### src/core/wdtsys_pkg.sv
// Overview of operation
// Two independent windowed watchdogs, each with an optional window mode.
// Each windowed watchdog has a prescaled 32-bit counter; expiry resets.
// Software must service enabled windowed watchdogs in time, inside window.
// A service outside the programmed window is a failure and causes timeout.
// A windowed watchdog expiry sets its own cause flag, kept across reset.
// Windowed count clock selects scaled system clock, RTC or power clock.
// Recovery watchdog has a 16-bit counter; expiry requests system reset.
// Software services enabled recovery watchdog in time; it has no window.
// Recovery expiry sets a dedicated cause flag readable after reset.
// Recovery watchdog counts only on the 8 kHz ring oscillator.
// A valid service reloads the counter and restarts period and window.
package wdtsys_pkg;

  localparam int ADDR_W = 8;
  localparam int DATA_W = 32;

  // Register byte offsets
  localparam logic [7:0] OFF_A_CTRL    = 8'h00;
  localparam logic [7:0] OFF_A_TIMEOUT = 8'h04;
  localparam logic [7:0] OFF_A_WINDOW  = 8'h08;
  localparam logic [7:0] OFF_A_SERVICE = 8'h0c;
  localparam logic [7:0] OFF_A_COUNT   = 8'h10;
  localparam logic [7:0] OFF_B_CTRL    = 8'h20;
  localparam logic [7:0] OFF_B_TIMEOUT = 8'h24;
  localparam logic [7:0] OFF_B_WINDOW  = 8'h28;
  localparam logic [7:0] OFF_B_SERVICE = 8'h2c;
  localparam logic [7:0] OFF_B_COUNT   = 8'h30;
  localparam logic [7:0] OFF_R_CTRL    = 8'h40;
  localparam logic [7:0] OFF_R_TIMEOUT = 8'h44;
  localparam logic [7:0] OFF_R_SERVICE = 8'h48;
  localparam logic [7:0] OFF_R_COUNT   = 8'h4c;
  localparam logic [7:0] OFF_CAUSE     = 8'h50;
  localparam logic [7:0] OFF_STATUS    = 8'h54;

  // Control field positions
  localparam int CTRL_EN_BIT  = 0;
  localparam int CTRL_WIN_BIT = 1;
  localparam int CTRL_SRC_LSB = 2;
  localparam int CTRL_PRE_LSB = 4;
  localparam int CTRL_W       = 8;

  // Cause and status bit positions
  localparam int CAUSE_A_BIT = 0;
  localparam int CAUSE_B_BIT = 1;
  localparam int CAUSE_R_BIT = 2;

  // Values after reset
  localparam logic [7:0]  CTRL_RST        = 8'h00;
  localparam logic [31:0] TIMEOUT_RST     = 32'hffff_ffff;
  localparam logic [31:0] WINDOW_RST      = 32'h0000_0000;
  localparam logic [15:0] REC_TIMEOUT_RST = 16'hffff;

  // Reference clock cycles per scaled system clock tick
  localparam int SCALE_DIV_DEF = 25;

  typedef enum logic [1:0] {
    SRC_SYS  = 2'h0,
    SRC_RTC  = 2'h1,
    SRC_PM   = 2'h2,
    SRC_NONE = 2'h3
  } wdtsys_clk_src_t;

  typedef enum logic [2:0] {
    WST_IDLE = 3'h1,
    WST_RUN  = 3'h2,
    WST_EXP  = 3'h4
  } wdtsys_wd_state_t;

endpackage : wdtsys_pkg

### src/core/wdtsys_window.sv
`timescale 1ns/1ps
module wdtsys_window #(
  parameter int CNT_W = 32,
  parameter int PRE_W = 16
) (
  input  wire logic             ref_clk,
  input  wire logic             sys_rst,
  input  wire logic             tick,
  input  wire logic             enable,
  input  wire logic             window_en,
  input  wire logic [3:0]       presc_sel,
  input  wire logic [CNT_W-1:0] timeout_val,
  input  wire logic [CNT_W-1:0] window_val,
  input  wire logic             service,
  output logic      [CNT_W-1:0] count,
  output logic                  running,
  output logic                  expired
);
  import wdtsys_pkg::*;

  if (PRE_W < 16 || CNT_W < 2) begin : g_chk
    $error("wdtsys_window: prescaler needs 16 bits, counter 2");
  end

  wdtsys_wd_state_t state;
  logic [PRE_W-1:0] pre_cnt;
  logic             cnt_tick;
  logic             early;
  logic             svc_ok;
  logic             svc_fail;
  logic             over;

  function automatic logic [PRE_W-1:0] presc_limit(input logic [3:0] sel);
    presc_limit = PRE_W'((32'h1 << sel) - 32'h1);
  endfunction : presc_limit

  assign running  = (state == WST_RUN);
  assign cnt_tick = tick && (pre_cnt == presc_limit(presc_sel));
  assign early    = window_en && (count < window_val);
  assign svc_ok   = running && service && !early;
  assign svc_fail = running && service && early;
  assign over     = running && !service && cnt_tick
                    && (count >= timeout_val);

  ////////////////////////////////////////////////////////////////////////////
  always_ff @(posedge ref_clk) begin
    if (sys_rst) begin
      state <= WST_IDLE;
    end else begin
      unique case (state)
        WST_IDLE: begin
          if (enable) begin
            state <= WST_RUN;
          end
        end
        WST_RUN: begin
          if (!enable) begin
            state <= WST_IDLE;
          end else if (svc_fail || over) begin
            state <= WST_EXP;
          end
        end
        WST_EXP: begin
          if (!enable) begin
            state <= WST_IDLE;
          end
        end
        default: begin
          state <= WST_IDLE;
        end
      endcase
    end
  end

  ////////////////////////////////////////////////////////////////////////////
  // Prescaler restarts with every reload
  always_ff @(posedge ref_clk) begin
    if (sys_rst || !running || svc_ok) begin
      pre_cnt <= '0;
    end else if (tick) begin
      pre_cnt <= cnt_tick ? '0 : pre_cnt + PRE_W'(1);
    end
  end

  always_ff @(posedge ref_clk) begin
    if (sys_rst || state == WST_IDLE) begin
      count <= '0;
    end else if (svc_ok) begin
      count <= '0;
    end else if (running && cnt_tick && !over) begin
      count <= count + CNT_W'(1);
    end
  end

  always_ff @(posedge ref_clk) begin
    if (sys_rst) begin
      expired <= 1'b0;
    end else begin
      expired <= svc_fail || over;
    end
  end

endmodule : wdtsys_window

### src/core/wdtsys_recovery.sv
`timescale 1ns/1ps
module wdtsys_recovery #(
  parameter int CNT_W = 16
) (
  input  wire logic             ref_clk,
  input  wire logic             sys_rst,
  input  wire logic             ring_tick,
  input  wire logic             enable,
  input  wire logic [CNT_W-1:0] timeout_val,
  input  wire logic             service,
  output logic      [CNT_W-1:0] count,
  output logic                  running,
  output logic                  expired
);
  import wdtsys_pkg::*;

  if (CNT_W < 2) begin : g_chk
    $error("wdtsys_recovery: counter needs at least 2 bits");
  end

  wdtsys_wd_state_t state;
  logic             over;

  assign running = (state == WST_RUN);
  assign over    = running && !service && ring_tick
                   && (count >= timeout_val);

  ////////////////////////////////////////////////////////////////////////////
  always_ff @(posedge ref_clk) begin
    if (sys_rst) begin
      state <= WST_IDLE;
    end else begin
      unique case (state)
        WST_IDLE: begin
          if (enable) begin
            state <= WST_RUN;
          end
        end
        WST_RUN: begin
          if (!enable) begin
            state <= WST_IDLE;
          end else if (over) begin
            state <= WST_EXP;
          end
        end
        WST_EXP: begin
          if (!enable) begin
            state <= WST_IDLE;
          end
        end
        default: begin
          state <= WST_IDLE;
        end
      endcase
    end
  end

  always_ff @(posedge ref_clk) begin
    if (sys_rst || state == WST_IDLE) begin
      count <= '0;
    end else if (running && service) begin
      count <= '0;
    end else if (running && ring_tick && !over) begin
      count <= count + CNT_W'(1);
    end
  end

  always_ff @(posedge ref_clk) begin
    if (sys_rst) begin
      expired <= 1'b0;
    end else begin
      expired <= over;
    end
  end

endmodule : wdtsys_recovery

### src/core/wdtsys_top.sv
// Our own choices: the strobed register port and the register addresses.
`timescale 1ns/1ps
module wdtsys_top #(
  parameter int SCALE_DIV = wdtsys_pkg::SCALE_DIV_DEF
) (
  input  wire logic                        ref_clk,
  input  wire logic                        sys_rst,
  input  wire logic                        por_rst,
  input  wire logic                        rtc_clk_in,
  input  wire logic                        pm_clk_in,
  input  wire logic                        ring_osc_in,
  input  wire logic [wdtsys_pkg::ADDR_W-1:0] addr,
  input  wire logic [wdtsys_pkg::DATA_W-1:0] wr_data,
  input  wire logic                        wr_en,
  input  wire logic                        rd_en,
  output logic      [wdtsys_pkg::DATA_W-1:0] rd_data,
  output logic                             sys_reset_req,
  output logic      [2:0]                  reset_cause
);
  import wdtsys_pkg::*;

  if (SCALE_DIV < 1) begin : g_chk
    $error("wdtsys_top: SCALE_DIV must be at least 1");
  end

  localparam int DIV_W = (SCALE_DIV > 1) ? $clog2(SCALE_DIV) : 1;
  localparam logic [DIV_W-1:0] DIV_LAST = DIV_W'(SCALE_DIV - 1);

  logic             rst;
  logic [2:0]       sync1;
  logic [2:0]       sync2;
  logic [2:0]       sync3;
  logic             rtc_tick;
  logic             pm_tick;
  logic             ring_tick;
  logic [DIV_W-1:0] div_cnt;
  logic             sys_tick;

  logic [CTRL_W-1:0] a_ctrl;
  logic [31:0]       a_timeout;
  logic [31:0]       a_window;
  logic [CTRL_W-1:0] b_ctrl;
  logic [31:0]       b_timeout;
  logic [31:0]       b_window;
  logic              r_enable;
  logic [15:0]       r_timeout;
  logic [2:0]        cause;

  logic        a_service;
  logic        b_service;
  logic        r_service;
  logic        a_tick;
  logic        b_tick;
  logic [31:0] a_count;
  logic [31:0] b_count;
  logic [15:0] r_count;
  logic        a_running;
  logic        b_running;
  logic        r_running;
  logic        a_expired;
  logic        b_expired;
  logic        r_expired;
  logic [2:0]  cause_set;
  logic [2:0]  cause_clr;
  logic [DATA_W-1:0] next_rd_data;

  // Watchdog logic restarts on either reset; cause flags only on power-on
  assign rst = sys_rst || por_rst;

  function automatic logic sel_tick(input logic [1:0] sel,
                                    input logic       t_sys,
                                    input logic       t_rtc,
                                    input logic       t_pm);
    unique case (wdtsys_clk_src_t'(sel))
      SRC_SYS:  sel_tick = t_sys;
      SRC_RTC:  sel_tick = t_rtc;
      SRC_PM:   sel_tick = t_pm;
      SRC_NONE: sel_tick = 1'b0;
    endcase
  endfunction : sel_tick

  function automatic logic wr_hit(input logic                    en,
                                  input logic [ADDR_W-1:0]       a,
                                  input logic [7:0]              off);
    wr_hit = en && (a == off);
  endfunction : wr_hit

  ////////////////////////////////////////////////////////////////////////////
  // Clock source synchronisers and rising edge ticks
  always_ff @(posedge ref_clk) begin
    if (rst) begin
      sync1 <= 3'h0;
      sync2 <= 3'h0;
      sync3 <= 3'h0;
    end else begin
      sync1 <= {ring_osc_in, pm_clk_in, rtc_clk_in};
      sync2 <= sync1;
      sync3 <= sync2;
    end
  end

  assign rtc_tick  = sync2[0] && !sync3[0];
  assign pm_tick   = sync2[1] && !sync3[1];
  assign ring_tick = sync2[2] && !sync3[2];

  // Scaled system clock as an enable pulse
  always_ff @(posedge ref_clk) begin
    if (rst) begin
      div_cnt <= '0;
    end else if (div_cnt == DIV_LAST) begin
      div_cnt <= '0;
    end else begin
      div_cnt <= div_cnt + DIV_W'(1);
    end
  end

  assign sys_tick = (div_cnt == DIV_LAST);

  assign a_tick = sel_tick(a_ctrl[CTRL_SRC_LSB +: 2],
                           sys_tick, rtc_tick, pm_tick);
  assign b_tick = sel_tick(b_ctrl[CTRL_SRC_LSB +: 2],
                           sys_tick, rtc_tick, pm_tick);

  ////////////////////////////////////////////////////////////////////////////
  // Configuration registers
  always_ff @(posedge ref_clk) begin
    if (rst) begin
      a_ctrl    <= CTRL_RST;
      a_timeout <= TIMEOUT_RST;
      a_window  <= WINDOW_RST;
    end else begin
      if (wr_hit(wr_en, addr, OFF_A_CTRL)) begin
        a_ctrl <= wr_data[CTRL_W-1:0];
      end
      if (wr_hit(wr_en, addr, OFF_A_TIMEOUT)) begin
        a_timeout <= wr_data;
      end
      if (wr_hit(wr_en, addr, OFF_A_WINDOW)) begin
        a_window <= wr_data;
      end
    end
  end

  always_ff @(posedge ref_clk) begin
    if (rst) begin
      b_ctrl    <= CTRL_RST;
      b_timeout <= TIMEOUT_RST;
      b_window  <= WINDOW_RST;
    end else begin
      if (wr_hit(wr_en, addr, OFF_B_CTRL)) begin
        b_ctrl <= wr_data[CTRL_W-1:0];
      end
      if (wr_hit(wr_en, addr, OFF_B_TIMEOUT)) begin
        b_timeout <= wr_data;
      end
      if (wr_hit(wr_en, addr, OFF_B_WINDOW)) begin
        b_window <= wr_data;
      end
    end
  end

  always_ff @(posedge ref_clk) begin
    if (rst) begin
      r_enable  <= 1'b0;
      r_timeout <= REC_TIMEOUT_RST;
    end else begin
      if (wr_hit(wr_en, addr, OFF_R_CTRL)) begin
        r_enable <= wr_data[CTRL_EN_BIT];
      end
      if (wr_hit(wr_en, addr, OFF_R_TIMEOUT)) begin
        r_timeout <= wr_data[15:0];
      end
    end
  end

  assign a_service = wr_hit(wr_en, addr, OFF_A_SERVICE);
  assign b_service = wr_hit(wr_en, addr, OFF_B_SERVICE);
  assign r_service = wr_hit(wr_en, addr, OFF_R_SERVICE);

  ////////////////////////////////////////////////////////////////////////////
  // Watchdog instances
  wdtsys_window #(
    .CNT_W (32),
    .PRE_W (16)
  ) u_windowed_watchdog_a (
    .ref_clk     (ref_clk),
    .sys_rst     (rst),
    .tick        (a_tick),
    .enable      (a_ctrl[CTRL_EN_BIT]),
    .window_en   (a_ctrl[CTRL_WIN_BIT]),
    .presc_sel   (a_ctrl[CTRL_PRE_LSB +: 4]),
    .timeout_val (a_timeout),
    .window_val  (a_window),
    .service     (a_service),
    .count       (a_count),
    .running     (a_running),
    .expired     (a_expired)
  );

  wdtsys_window #(
    .CNT_W (32),
    .PRE_W (16)
  ) u_windowed_watchdog_b (
    .ref_clk     (ref_clk),
    .sys_rst     (rst),
    .tick        (b_tick),
    .enable      (b_ctrl[CTRL_EN_BIT]),
    .window_en   (b_ctrl[CTRL_WIN_BIT]),
    .presc_sel   (b_ctrl[CTRL_PRE_LSB +: 4]),
    .timeout_val (b_timeout),
    .window_val  (b_window),
    .service     (b_service),
    .count       (b_count),
    .running     (b_running),
    .expired     (b_expired)
  );

  wdtsys_recovery #(
    .CNT_W (16)
  ) u_recovery_watchdog (
    .ref_clk     (ref_clk),
    .sys_rst     (rst),
    .ring_tick   (ring_tick),
    .enable      (r_enable),
    .timeout_val (r_timeout),
    .service     (r_service),
    .count       (r_count),
    .running     (r_running),
    .expired     (r_expired)
  );

  ////////////////////////////////////////////////////////////////////////////
  // Reset request and cause flags
  always_ff @(posedge ref_clk) begin
    if (rst) begin
      sys_reset_req <= 1'b0;
    end else begin
      sys_reset_req <= a_expired || b_expired || r_expired;
    end
  end

  assign cause_set = {r_expired, b_expired, a_expired};
  assign cause_clr = wr_hit(wr_en, addr, OFF_CAUSE) ? wr_data[2:0] : 3'h0;

  // Survives sys_rst so software can read why the system restarted
  always_ff @(posedge ref_clk) begin
    if (por_rst) begin
      cause <= 3'h0;
    end else begin
      cause <= cause_set | (cause & ~cause_clr);
    end
  end

  always_ff @(posedge ref_clk) begin
    if (por_rst) begin
      reset_cause <= 3'h0;
    end else begin
      reset_cause <= cause_set | (cause & ~cause_clr);
    end
  end

  ////////////////////////////////////////////////////////////////////////////
  // Read port
  always_comb begin
    next_rd_data = '0;
    unique case (addr)
      OFF_A_CTRL:    next_rd_data = {24'h0, a_ctrl};
      OFF_A_TIMEOUT: next_rd_data = a_timeout;
      OFF_A_WINDOW:  next_rd_data = a_window;
      OFF_A_COUNT:   next_rd_data = a_count;
      OFF_B_CTRL:    next_rd_data = {24'h0, b_ctrl};
      OFF_B_TIMEOUT: next_rd_data = b_timeout;
      OFF_B_WINDOW:  next_rd_data = b_window;
      OFF_B_COUNT:   next_rd_data = b_count;
      OFF_R_CTRL:    next_rd_data = {31'h0, r_enable};
      OFF_R_TIMEOUT: next_rd_data = {16'h0, r_timeout};
      OFF_R_COUNT:   next_rd_data = {16'h0, r_count};
      OFF_CAUSE:     next_rd_data = {29'h0, cause};
      OFF_STATUS:    next_rd_data = {29'h0, r_running, b_running, a_running};
      default:       next_rd_data = '0;
    endcase
  end

  always_ff @(posedge ref_clk) begin
    if (rst) begin
      rd_data <= '0;
    end else if (rd_en) begin
      rd_data <= next_rd_data;
    end else begin
      rd_data <= '0;
    end
  end

endmodule : wdtsys_top

### config.mk
export PLATFORM = sky130hd
export DESIGN_NAME = wdtsys_top
export DESIGN_NICKNAME = d
export VERILOG_FILES = /design/src/core/wdtsys_pkg.sv /design/src/core/wdtsys_window.sv /design/src/core/wdtsys_recovery.sv /design/src/core/wdtsys_top.sv
export SDC_FILE = /design/constraint.sdc
export NUM_CORES = 1
export LEC_CHECK = 0
export BUFFER_PORTS_ARGS = -buffer_cell sky130_fd_sc_hd__buf_4
export CORE_MARGIN = 2
export CORE_UTILIZATION = 45
export CTS_CLUSTER_SIZE = 25
export DETAILED_ROUTE_END_ITERATION = 10
export GPL_TIMING_DRIVEN = 1
export PLACE_DENSITY = 0.62
export SLEW_MARGIN = 20
export SYNTH_ARGS = -nofsm -noshare
export SYNTH_HDL_FRONTEND = slang
export SYNTH_SLANG_ARGS = --single-unit
export TNS_END_PERCENT = 5
### constraint.sdc
create_clock -name ref_clk -period 7.19 [get_ports ref_clk]
set_input_delay 1.7975 -clock ref_clk [delete_from_list [all_inputs] [get_ports ref_clk]]
set_output_delay 1.7975 -clock ref_clk [all_outputs]
set_load 0.05 [all_outputs]
==> impl_metrics.toml, run 1 <==
[outcome]
status = "complete, no violations"

[logic_synthesis]
synth-edff-count = 0
synth-seq-area-share = 0.357
synthArstFlopShare = 0
synthesis.nets = 2541
synth_area_per_cell_um2 = 8.03
synthCells = 2342
ys_types = 80
synth.cell_area_um2 = 18800
yosys_warnings = 0
synth_top_flop_cell = "dfxtp_1"
ys_ff_latch = 335

[setup_path]
cp_slowest_cell = "dfxtp_1"
endpoint_kind = "register"
endpoint = "u_windowed_watchdog_b.count[17]"
cp.depth = 11
critPathRequiredTime_ps = 7700
path_cells = "nor3_2 > nand2_1 > ha_1 > or3b_2 > a21oi_1 > o21ai_0 > a222oi_1 > and4_1 > nand4b_1 > or4_1 > a21oi_1"
reg2reg_depth = 11
timing.rr.end = "u_windowed_watchdog_b.count[17]"
cp_data_arrival_time_ps = 5610
path_delay_family = "simple AND/OR/NAND/NOR gates"
cp_max_fo = 28
worst-setup-path-type = "register to register"
critPathLaunch = "b_ctrl[7]"
cp-start-kind = "register"
reg2reg_slack_ps = 2080
crit_top_cell = "a21oi_1"
cp_slowest_stage_delay_ps = 890
reg2reg_from = "b_ctrl[7]"
crit_buf_inv = 0

[clocking]
cts_hold_buf = 0
cts_max_level = 2
cts.path.max_buffers = 3
numCtsBuffers = 41
clock-sinks = 335
cts_resized = 0
postCtsSetupBuffers = 0
cts-root-buf = "clkbuf_16"
cts_tree = "done"
cts.clk_slew.worst_paths_ps = 60
insertion_delay_ps = 580

[sta]
worstMarginPinSlew_ps = 1110
skew_ps = 33.4
max_slew_margin = 0.259
fin_crit_sh = 0.710
setup_tns_ps = 0
hold_viol_final = 0
whs_ps = 424
finalMaxSlewViolations = 0
setup_viol = 0
rsz0062_at_grt = "false"
layout_setup_ws_ps = 2080
min_period_ps = 5110
fmax_mhz = 196

[routing]
drtIter0Drc = 1486
vias_per_cell = 6.11
wire_per_inst_um = 21.0
wl_um = 61300
firstDrtPassIters = 5
routed-via-count = 17800
postRouteAntennaNets = 0
drc = 0

[power_and_ir_drop]
pwr-share-seq = 0.461
power.share.switching = 0.226
cellPowerDensity_nw_per_um2 = 192
switchingPower_mw = 0.911
combPwrFrac = 0.021
vdd_drop_max_mv = 0.135
p_leak_nw = 8.13
p_total_mw = 4.04
p_clk_frac = 0.519
intPower_mw = 3.13

[global_route]
first_global_vias = 16600
groute.usage.overall = 0.276
grt_antenna_before_repair = 1
grt_max_degree = 65
grt_pass1_wl_um = 94800
grt_remaining_overflow = 0

[placed_design]
port_buffers = 83
dp_slack_ps = 2080
place_congestion = 0.901
dpl.hpwl_um = 43300

[final_layout]
diodes = 0
fillers = 3940
finalNetCount = 2548
area_growth_pct = 12.0
layout-drive-gt1-share = 0.0828

[floorplan]
die_y_um = 208
start_util = 0.459
design.core.area_um2 = 41000
die_area_um2 = 43500
rows = 74
die_x_um = 208
ios = 84

[min_path]
hp-class = "register to register"
hp-start = "sync1[1]"

[job]
cap_violations = 0
-- registers in the layout, indices dropped and copies added (netlist names), 32 cells and up --
name,flops
a_window,32
b_window,32
u_windowed_watchdog_a.count,32
rd_data,32
b_timeout,32
a_timeout,32
u_windowed_watchdog_b.count,32
-- stage by stage --
| step | cell area (µm²) | utilization | instances |
|---|---|---|---|
| 3_5_place_dp | 19700 | 0.481 | 2838 |
| 4_1_cts | 21100 | 0.514 | 2912 |
| 3_3_place_gp | 19700 | 0.481 | 2838 |
| 6_report | 21100 | 0.514 | 2912 |
| 5_1_grt | 21100 | 0.514 | 2912 |
| 2_1_floorplan | 18800 | - | 2342 |
-- routing by layer --
metal  track usage  vias up  part of all wire
met1         0.374     8599              0.45
met2         0.443      608              0.45
met5             0        -           0.00023
met4        0.0997        2             0.030
li1              -     8478                 -
met3        0.0442      118             0.072
-- power groups by stage --
stage	clock network, mW	registers, mW	logic, mW
after global placement	0	1.90	0.0812
after detailed placement	0	1.90	0.0818
after global routing	2.19	1.86	0.0885
after CTS	2.12	1.86	0.0821
final	2.09	1.86	0.0838
after floorplan	0	1.90	0.0307
-- worst min path at each step --
stage / slack, ps / to / cells past startpoint
6_report: 420 / sync2[1] / 1
5_1_grt: 440 / sync2[0] / 1
4_1_cts: 430 / sync2[1] / 1
3_5_place_dp: 410 / sync2[1] / 1
3_3_place_gp: 410 / sync2[0] / 1
2_1_floorplan: 390 / u_windowed_watchdog_b.state[0] / 1
-- cells in the final DEF, fill, tap and decap left out, types with 6 or more instances in the layout --
cell type and count:
nand2b_1 21, a31oi_1 37, o21a_1 6, a21oi_1 204, a21o_1 19, or4_1 31
a222oi_1 12, and2_1 20, and3_1 21, nand3_1 65, a2111oi_0 7, xnor2_1 23
xor2_1 39, or2_2 6, o211ai_1 82, clkbuf_16 41, nor2_1 115, ha_1 151
nor2b_1 11, o31ai_1 33, a22oi_1 83, inv_1 172, nand2_1 331, and4_1 15
nor3_1 26, a22o_1 10, a211oi_1 15, nand4b_1 8, buf_4 105, nand3b_1 8
a221oi_1 19, nor4_1 10, dfxtp_1 335, or3_1 39, mux2i_1 13, clkbuf_8 7
nand4_1 38, clkbuf_1 13, o21ai_0 90
-- cell usage after synthesis, drive strengths merged (32+ instances only) --
master	number	area [µm²]
xor2	39	342
buf	32	169
a21oi	204	1020
a22oi	83	623
dfxtp	335	6710
o211ai	82	616
o21ai	93	465
a31oi	37	231
ha	151	1890
o31ai	33	248
or3	39	244
nand2	334	1250
nand4	38	238
clkbuf	109	409
inv	172	646
nand3	65	325
nor2	121	454
-- kinds of logic after synthesis --
| kind of cell | after synthesis | synth area share |
|---|---|---|
| AO/OA/AOI/OAI | 660 | 0.228 |
| buffers and inverters | 313 | 0.0651 |
| XOR/XNOR | 63 | 0.0301 |
| flip-flops | 335 | 0.357 |
| AND/OR/NAND/NOR | 806 | 0.212 |
| adder cells (fa/ha/maj) | 151 | 0.100 |
| multiplexers | 14 | 0.00752 |
-- final cells by class --
class	instances	area (µm²)	share of cell area
well taps	532	666	0.0316
repair buffers	105	788	0.0374
clock buffers	61	1170	0.0556
inverters	172	646	0.0306
multi-input cells	1694	10900	0.518
clock inverters	13	176	0.00837
flip-flops and latches	335	6710	0.318
(Power assumes the default switching activity.)
==> run 2: changes to the inputs <==
==> constraint.sdc (replaced) <==
create_clock -name ref_clk -period 5.4 [get_ports ref_clk]
set_input_delay 1.35 -clock ref_clk [delete_from_list [all_inputs] [get_ports ref_clk]]
set_output_delay 1.35 -clock ref_clk [all_outputs]
set_load 0.05 [all_outputs]
==> impl_metrics.toml, run 2 (synthesis gave the netlist of run 1 again) <==
[sta]
min_period_ps = 4930
max_slew_margin = 0.342
finalMaxSlewViolations = 0
rsz0062_at_grt = "false"
skew_ps = 20.3
fin_crit_sh = 0.912
setup_viol = 0
worstMarginPinSlew_ps = 984
fmax_mhz = 203
setup_tns_ps = 0
hold_viol_final = 0

[routing]
vias_per_cell = 6.03
drtIter0Drc = 1470
postRouteAntennaNets = 0
wl_um = 60600
routed-via-count = 17600
wire_per_inst_um = 20.7
drc = 0
firstDrtPassIters = 7

[floorplan]
die_area_um2 = 43500
die_y_um = 208
die_x_um = 208
design.core.area_um2 = 41000
rows = 74
start_util = 0.459
ios = 84

[final_layout]
final_common_cell = "dfxtp_1"
finalNetCount = 2561
fin_area_um2 = 21200
mostFrequentLayoutCells = "335 x dfxtp_1, 331 x nand2_1, 204 x a21oi_1"
area_growth_pct = 12.8
layout-drive-gt1-share = 0.0908

[global_route]
groute.usage.overall = 0.276
grt_antenna_before_repair = 0
grt_max_degree = 80
grtUsageMet3 = 0.0589
first_global_vias = 16700
grt_remaining_overflow = 0
gr-max-usage-layer = "met2"
grt_pass1_wl_um = 95000
met1_usage = 0.369
grt.met2_usage = 0.437

[power_and_ir_drop]
p_leak_nw = 8.22
vdd_drop_max_mv = 0.184
cellPowerDensity_nw_per_um2 = 253

[job]
cap_violations = 0

[setup_path]
reg2reg_slack_ps = 470
cp_data_arrival_time_ps = 5400
reg2reg_depth = 11
timing.rr.end = "u_windowed_watchdog_a.count[31]"
endpoint_kind = "register"
worst-setup-path-type = "register to register"
path_cells = "inv_1 > nand3_1 > ha_1 > nand2b_1 > o22a_1 > o211a_1 > a2111oi_0 > and4_1 > nand4_1 > or4_1 > a21oi_1"
reg2reg_from = "a_ctrl[5]"
cp_slowest_cell = "nand4_1"
cp-start-kind = "register"
critPathLaunch = "a_ctrl[5]"
critPathRequiredTime_ps = 5880
endpoint = "u_windowed_watchdog_a.count[31]"
cp_max_fo = 23
cp_slowest_stage_delay_ps = 750

[clocking]
numCtsBuffers = 39
cts_resized = 0
cts.clk_slew.worst_paths_ps = 60
postCtsSetupBuffers = 0
cts-root-buf = "clkbuf_16"
cts_tree = "done"
cts_hold_buf = 0
insertion_delay_ps = 560
cts.path.max_buffers = 3
cts_max_level = 2
clock-sinks = 335

[placed_design]
postPlaceCellArea_um2 = 19900
place_congestion = 0.875
dpl.hpwl_um = 43100
port_buffers = 83

[outcome]
status = "complete, no violations"

[min_path]
hp-class = "register to register"
-- run 2: critical path: cells and delay by family, from the launching register on --
| family | cells | cell delay (ps) |
|---|---|---|
| buffers and inverters | 1 | 200 |
| DFF | 1 | 710 |
| AOI/OAI and AO/OA | 4 | 930 |
| adders and majority gates | 1 | 650 |
| and+or+nand+nor | 5 | 2340 |
-- run 2: how the worst min path moves through the flow --
stage                                endpoint  depth (start not counted)  startpoint
3_5_place_dp                         sync2[0]                          1    sync1[0]
2_1_floorplan  u_windowed_watchdog_b.state[0]                          1   b_ctrl[0]
5_1_grt                              sync2[0]                          1    sync1[0]
6_report                             sync2[0]                          1    sync1[0]
4_1_cts                              sync2[0]                          1    sync1[0]
3_3_place_gp   u_windowed_watchdog_b.state[0]                          1   b_ctrl[0]
-- run 2: where the power goes --
part,internal [mW],switching (mW),leakage [nW]
Sequential,2.47,0.00163,2.70
Clock,1.68,1.10,0.671
Combinational,0.0365,0.0759,4.85
-- run 2: metal layers --
| metal | part of all wire | wire, µm | vias up |
|---|---|---|---|
| met1 | 0.44 | 26900 | 8421 |
| met5 | 0 | 0 | - |
| met4 | 0.031 | 1900 | 0 |
| met2 | 0.45 | 27200 | 602 |
| li1 | - | - | 8504 |
| met3 | 0.076 | 4620 | 115 |
-- run 2: through the flow --
stage | utilization | cells | power (mW) | worst slack (ps) | hold slack (ps)
6_report | 0.517 | 2924 | 5.37 | 473 | 424
5_1_grt | 0.517 | 2923 | 5.50 | 58.4 | 454
4_1_cts | 0.517 | 2923 | 5.41 | 548 | 426
3_5_place_dp | 0.485 | 2853 | 2.64 | 581 | 413
3_3_place_gp | 0.485 | 2853 | 2.64 | 768 | 407
2_1_floorplan | - | 2342 | 2.57 | 2020 | 393
-- run 2: area by class of cell --
cell class                 count  area, µm²
fill                        3920      19800
multi-input combinational   1694      10900
sequential                   335       6710
clock buffer                  56       1190
timing repair buffer         120        938
tap                          532        666
inverter                     172        646
clock inverter                14        148
antenna                        1       2.50
==> run 3: changes to the inputs <==
--- a/config.mk
+++ b/config.mk
@@ -6,12 +6,11 @@
 export NUM_CORES = 1
 export LEC_CHECK = 0
 export BUFFER_PORTS_ARGS = -buffer_cell sky130_fd_sc_hd__buf_4
-export CORE_MARGIN = 2
 export CORE_UTILIZATION = 45
 export CTS_CLUSTER_SIZE = 25
 export DETAILED_ROUTE_END_ITERATION = 10
 export GPL_TIMING_DRIVEN = 1
-export PLACE_DENSITY = 0.62
+export PLACE_DENSITY = 0.65
 export SLEW_MARGIN = 20
 export SYNTH_ARGS = -nofsm -noshare
 export SYNTH_HDL_FRONTEND = slang
==> constraint.sdc (replaced) <==
create_clock -name ref_clk -period 4.05 [get_ports ref_clk]
set_input_delay 1.0125 -clock ref_clk [delete_from_list [all_inputs] [get_ports ref_clk]]
set_output_delay 1.0125 -clock ref_clk [all_outputs]
set_load 0.05 [all_outputs]
==> impl_metrics.toml, run 3 (synthesis gave the netlist of run 1 again) <==
[power_and_ir_drop]
pwr-share-seq = 0.473
combPwrFrac = 0.022
p_clk_frac = 0.506
switchingPower_mw = 1.58
p_leak_nw = 8.35
cellPowerDensity_nw_per_um2 = 327
power.share.switching = 0.226
intPower_mw = 5.40
vdd_drop_max_mv = 0.437

[final_layout]
diodes = 0
area_growth_pct = 13.7
finalNetCount = 2593
fin_area_um2 = 21400
mostFrequentLayoutCells = "335 x dfxtp_1, 334 x nand2_1, 204 x a21oi_1"
layout-drive-gt1-share = 0.101
final_common_cell = "dfxtp_1"
fillers = 3896

[floorplan]
start_util = 0.459
rows = 74
die_area_um2 = 42600
ios = 84
design.core.area_um2 = 41000
die_y_um = 206
die_x_um = 206

[sta]
setup_viol = 0
hold_viol_final = 0
worstMarginPinSlew_ps = 910
finalMaxSlewViolations = 0
fmax_mhz = 272
skew_ps = 14.4
rsz0062_at_grt = "false"
setup_tns_ps = 0
fin_crit_sh = 0.907
min_period_ps = 3670
max_slew_margin = 0.393

[clocking]
cts_max_level = 2
cts_tree = "done"
cts_hold_buf = 0
cts.clk_slew.worst_paths_ps = 60
cts_resized = 0
insertion_delay_ps = 560
cts-root-buf = "clkbuf_16"
cts.path.max_buffers = 3
clock-sinks = 335
numCtsBuffers = 40
postCtsSetupBuffers = 0

[setup_path]
cp_max_fo = 18
cp-start-kind = "register"
cp_slowest_cell = "or4_1"
endpoint_kind = "register"
worst-setup-path-type = "register to register"
path_cells = "nor4_2 > inv_1 > ha_1 > buf_4 > or3_1 > a21oi_1 > o21ai_0 > a22oi_1 > and4_2 > nand4_1 > buf_4 > or4_1 > a21oi_1"
critPathRequiredTime_ps = 4540
cp_slowest_stage_delay_ps = 480
cp_data_arrival_time_ps = 4170

[min_path]
hp-class = "register to register"

[outcome]
status = "finished with violations"
violations = "design-rule violations"

[job]
cap_violations = 0

[placed_design]
dpl.hpwl_um = 42400
port_buffers = 83
place_congestion = 0.945
postPlaceCellArea_um2 = 20100

[routing]
drtIter0Drc = 1614
vias_per_cell = 6.01
drc = 1
wl_um = 59200
firstDrtPassIters = 9
wire_per_inst_um = 20.0
postRouteAntennaNets = 0
routed-via-count = 17800

[global_route]
grt_pass1_wl_um = 93100
grt_antenna_before_repair = 0
grt_max_degree = 65
groute.usage.overall = 0.279
first_global_vias = 16600
grt_remaining_overflow = 0
run 3: final cells by class:
type / count / area [µm²] / share of cell area
Clock buffer: 56 / 1150 / 0.0538
Clock inverter: 16 / 126 / 0.00591
Inverter: 172 / 646 / 0.0302
Multi-Input combinational cell: 1694 / 10900 / 0.511
Sequential cell: 335 / 6710 / 0.314
Tap cell: 532 / 666 / 0.0311
Timing Repair Buffer: 151 / 1170 / 0.0548
run 3: through the flow:
stage	hold WS [ps]	utilization	instances	setup slack, ps	power, mW
2_1_floorplan	393	-	2342	669	3.43
3_3_place_gp	419	0.490	2884	447	3.52
3_5_place_dp	412	0.490	2884	377	3.52
4_1_cts	426	0.521	2956	356	7.03
5_1_grt	452	0.521	2956	42.7	7.18
6_report	425	0.521	2956	375	6.98
run 3: path summary, 6_finish.rpt:
kind | start | to | slack (ps) | cells after the start
min | sync1[1] | sync2[1] | 420 | 1
min reg2reg | sync1[1] | sync2[1] | 420 | 1
max | a_ctrl[5] | u_windowed_watchdog_a.count[20] | 380 | 13
max reg2reg | a_ctrl[5] | u_windowed_watchdog_a.count[20] | 380 | 13
run 3: power groups by stage:
stage	registers [mW]	clock network [mW]	logic, mW
floorplan	3.37	0	0.0545
global placement	3.37	0	0.146
detailed placement	3.37	0	0.147
CTS	3.30	3.58	0.147
global route	3.30	3.72	0.159
finish	3.30	3.53	0.150
run 3: layer usage:
layer	track usage	wire [µm]	up-vias
li1	-	-	8556
met4	0.104	1820	0
met1	0.380	26600	8482
met3	0.0371	3790	109
met5	0	0	-
met2	0.445	27100	632
run 3: worst max-delay path: cells and delay by family, from the launching register on:
| kind | cells | cell delay, ps |
|---|---|---|
| simple gates | 5 | 1650 |
| compound gates | 4 | 660 |
| buf+inv | 3 | 610 |
| fa+ha+maj | 1 | 360 |
| flops | 1 | 350 |
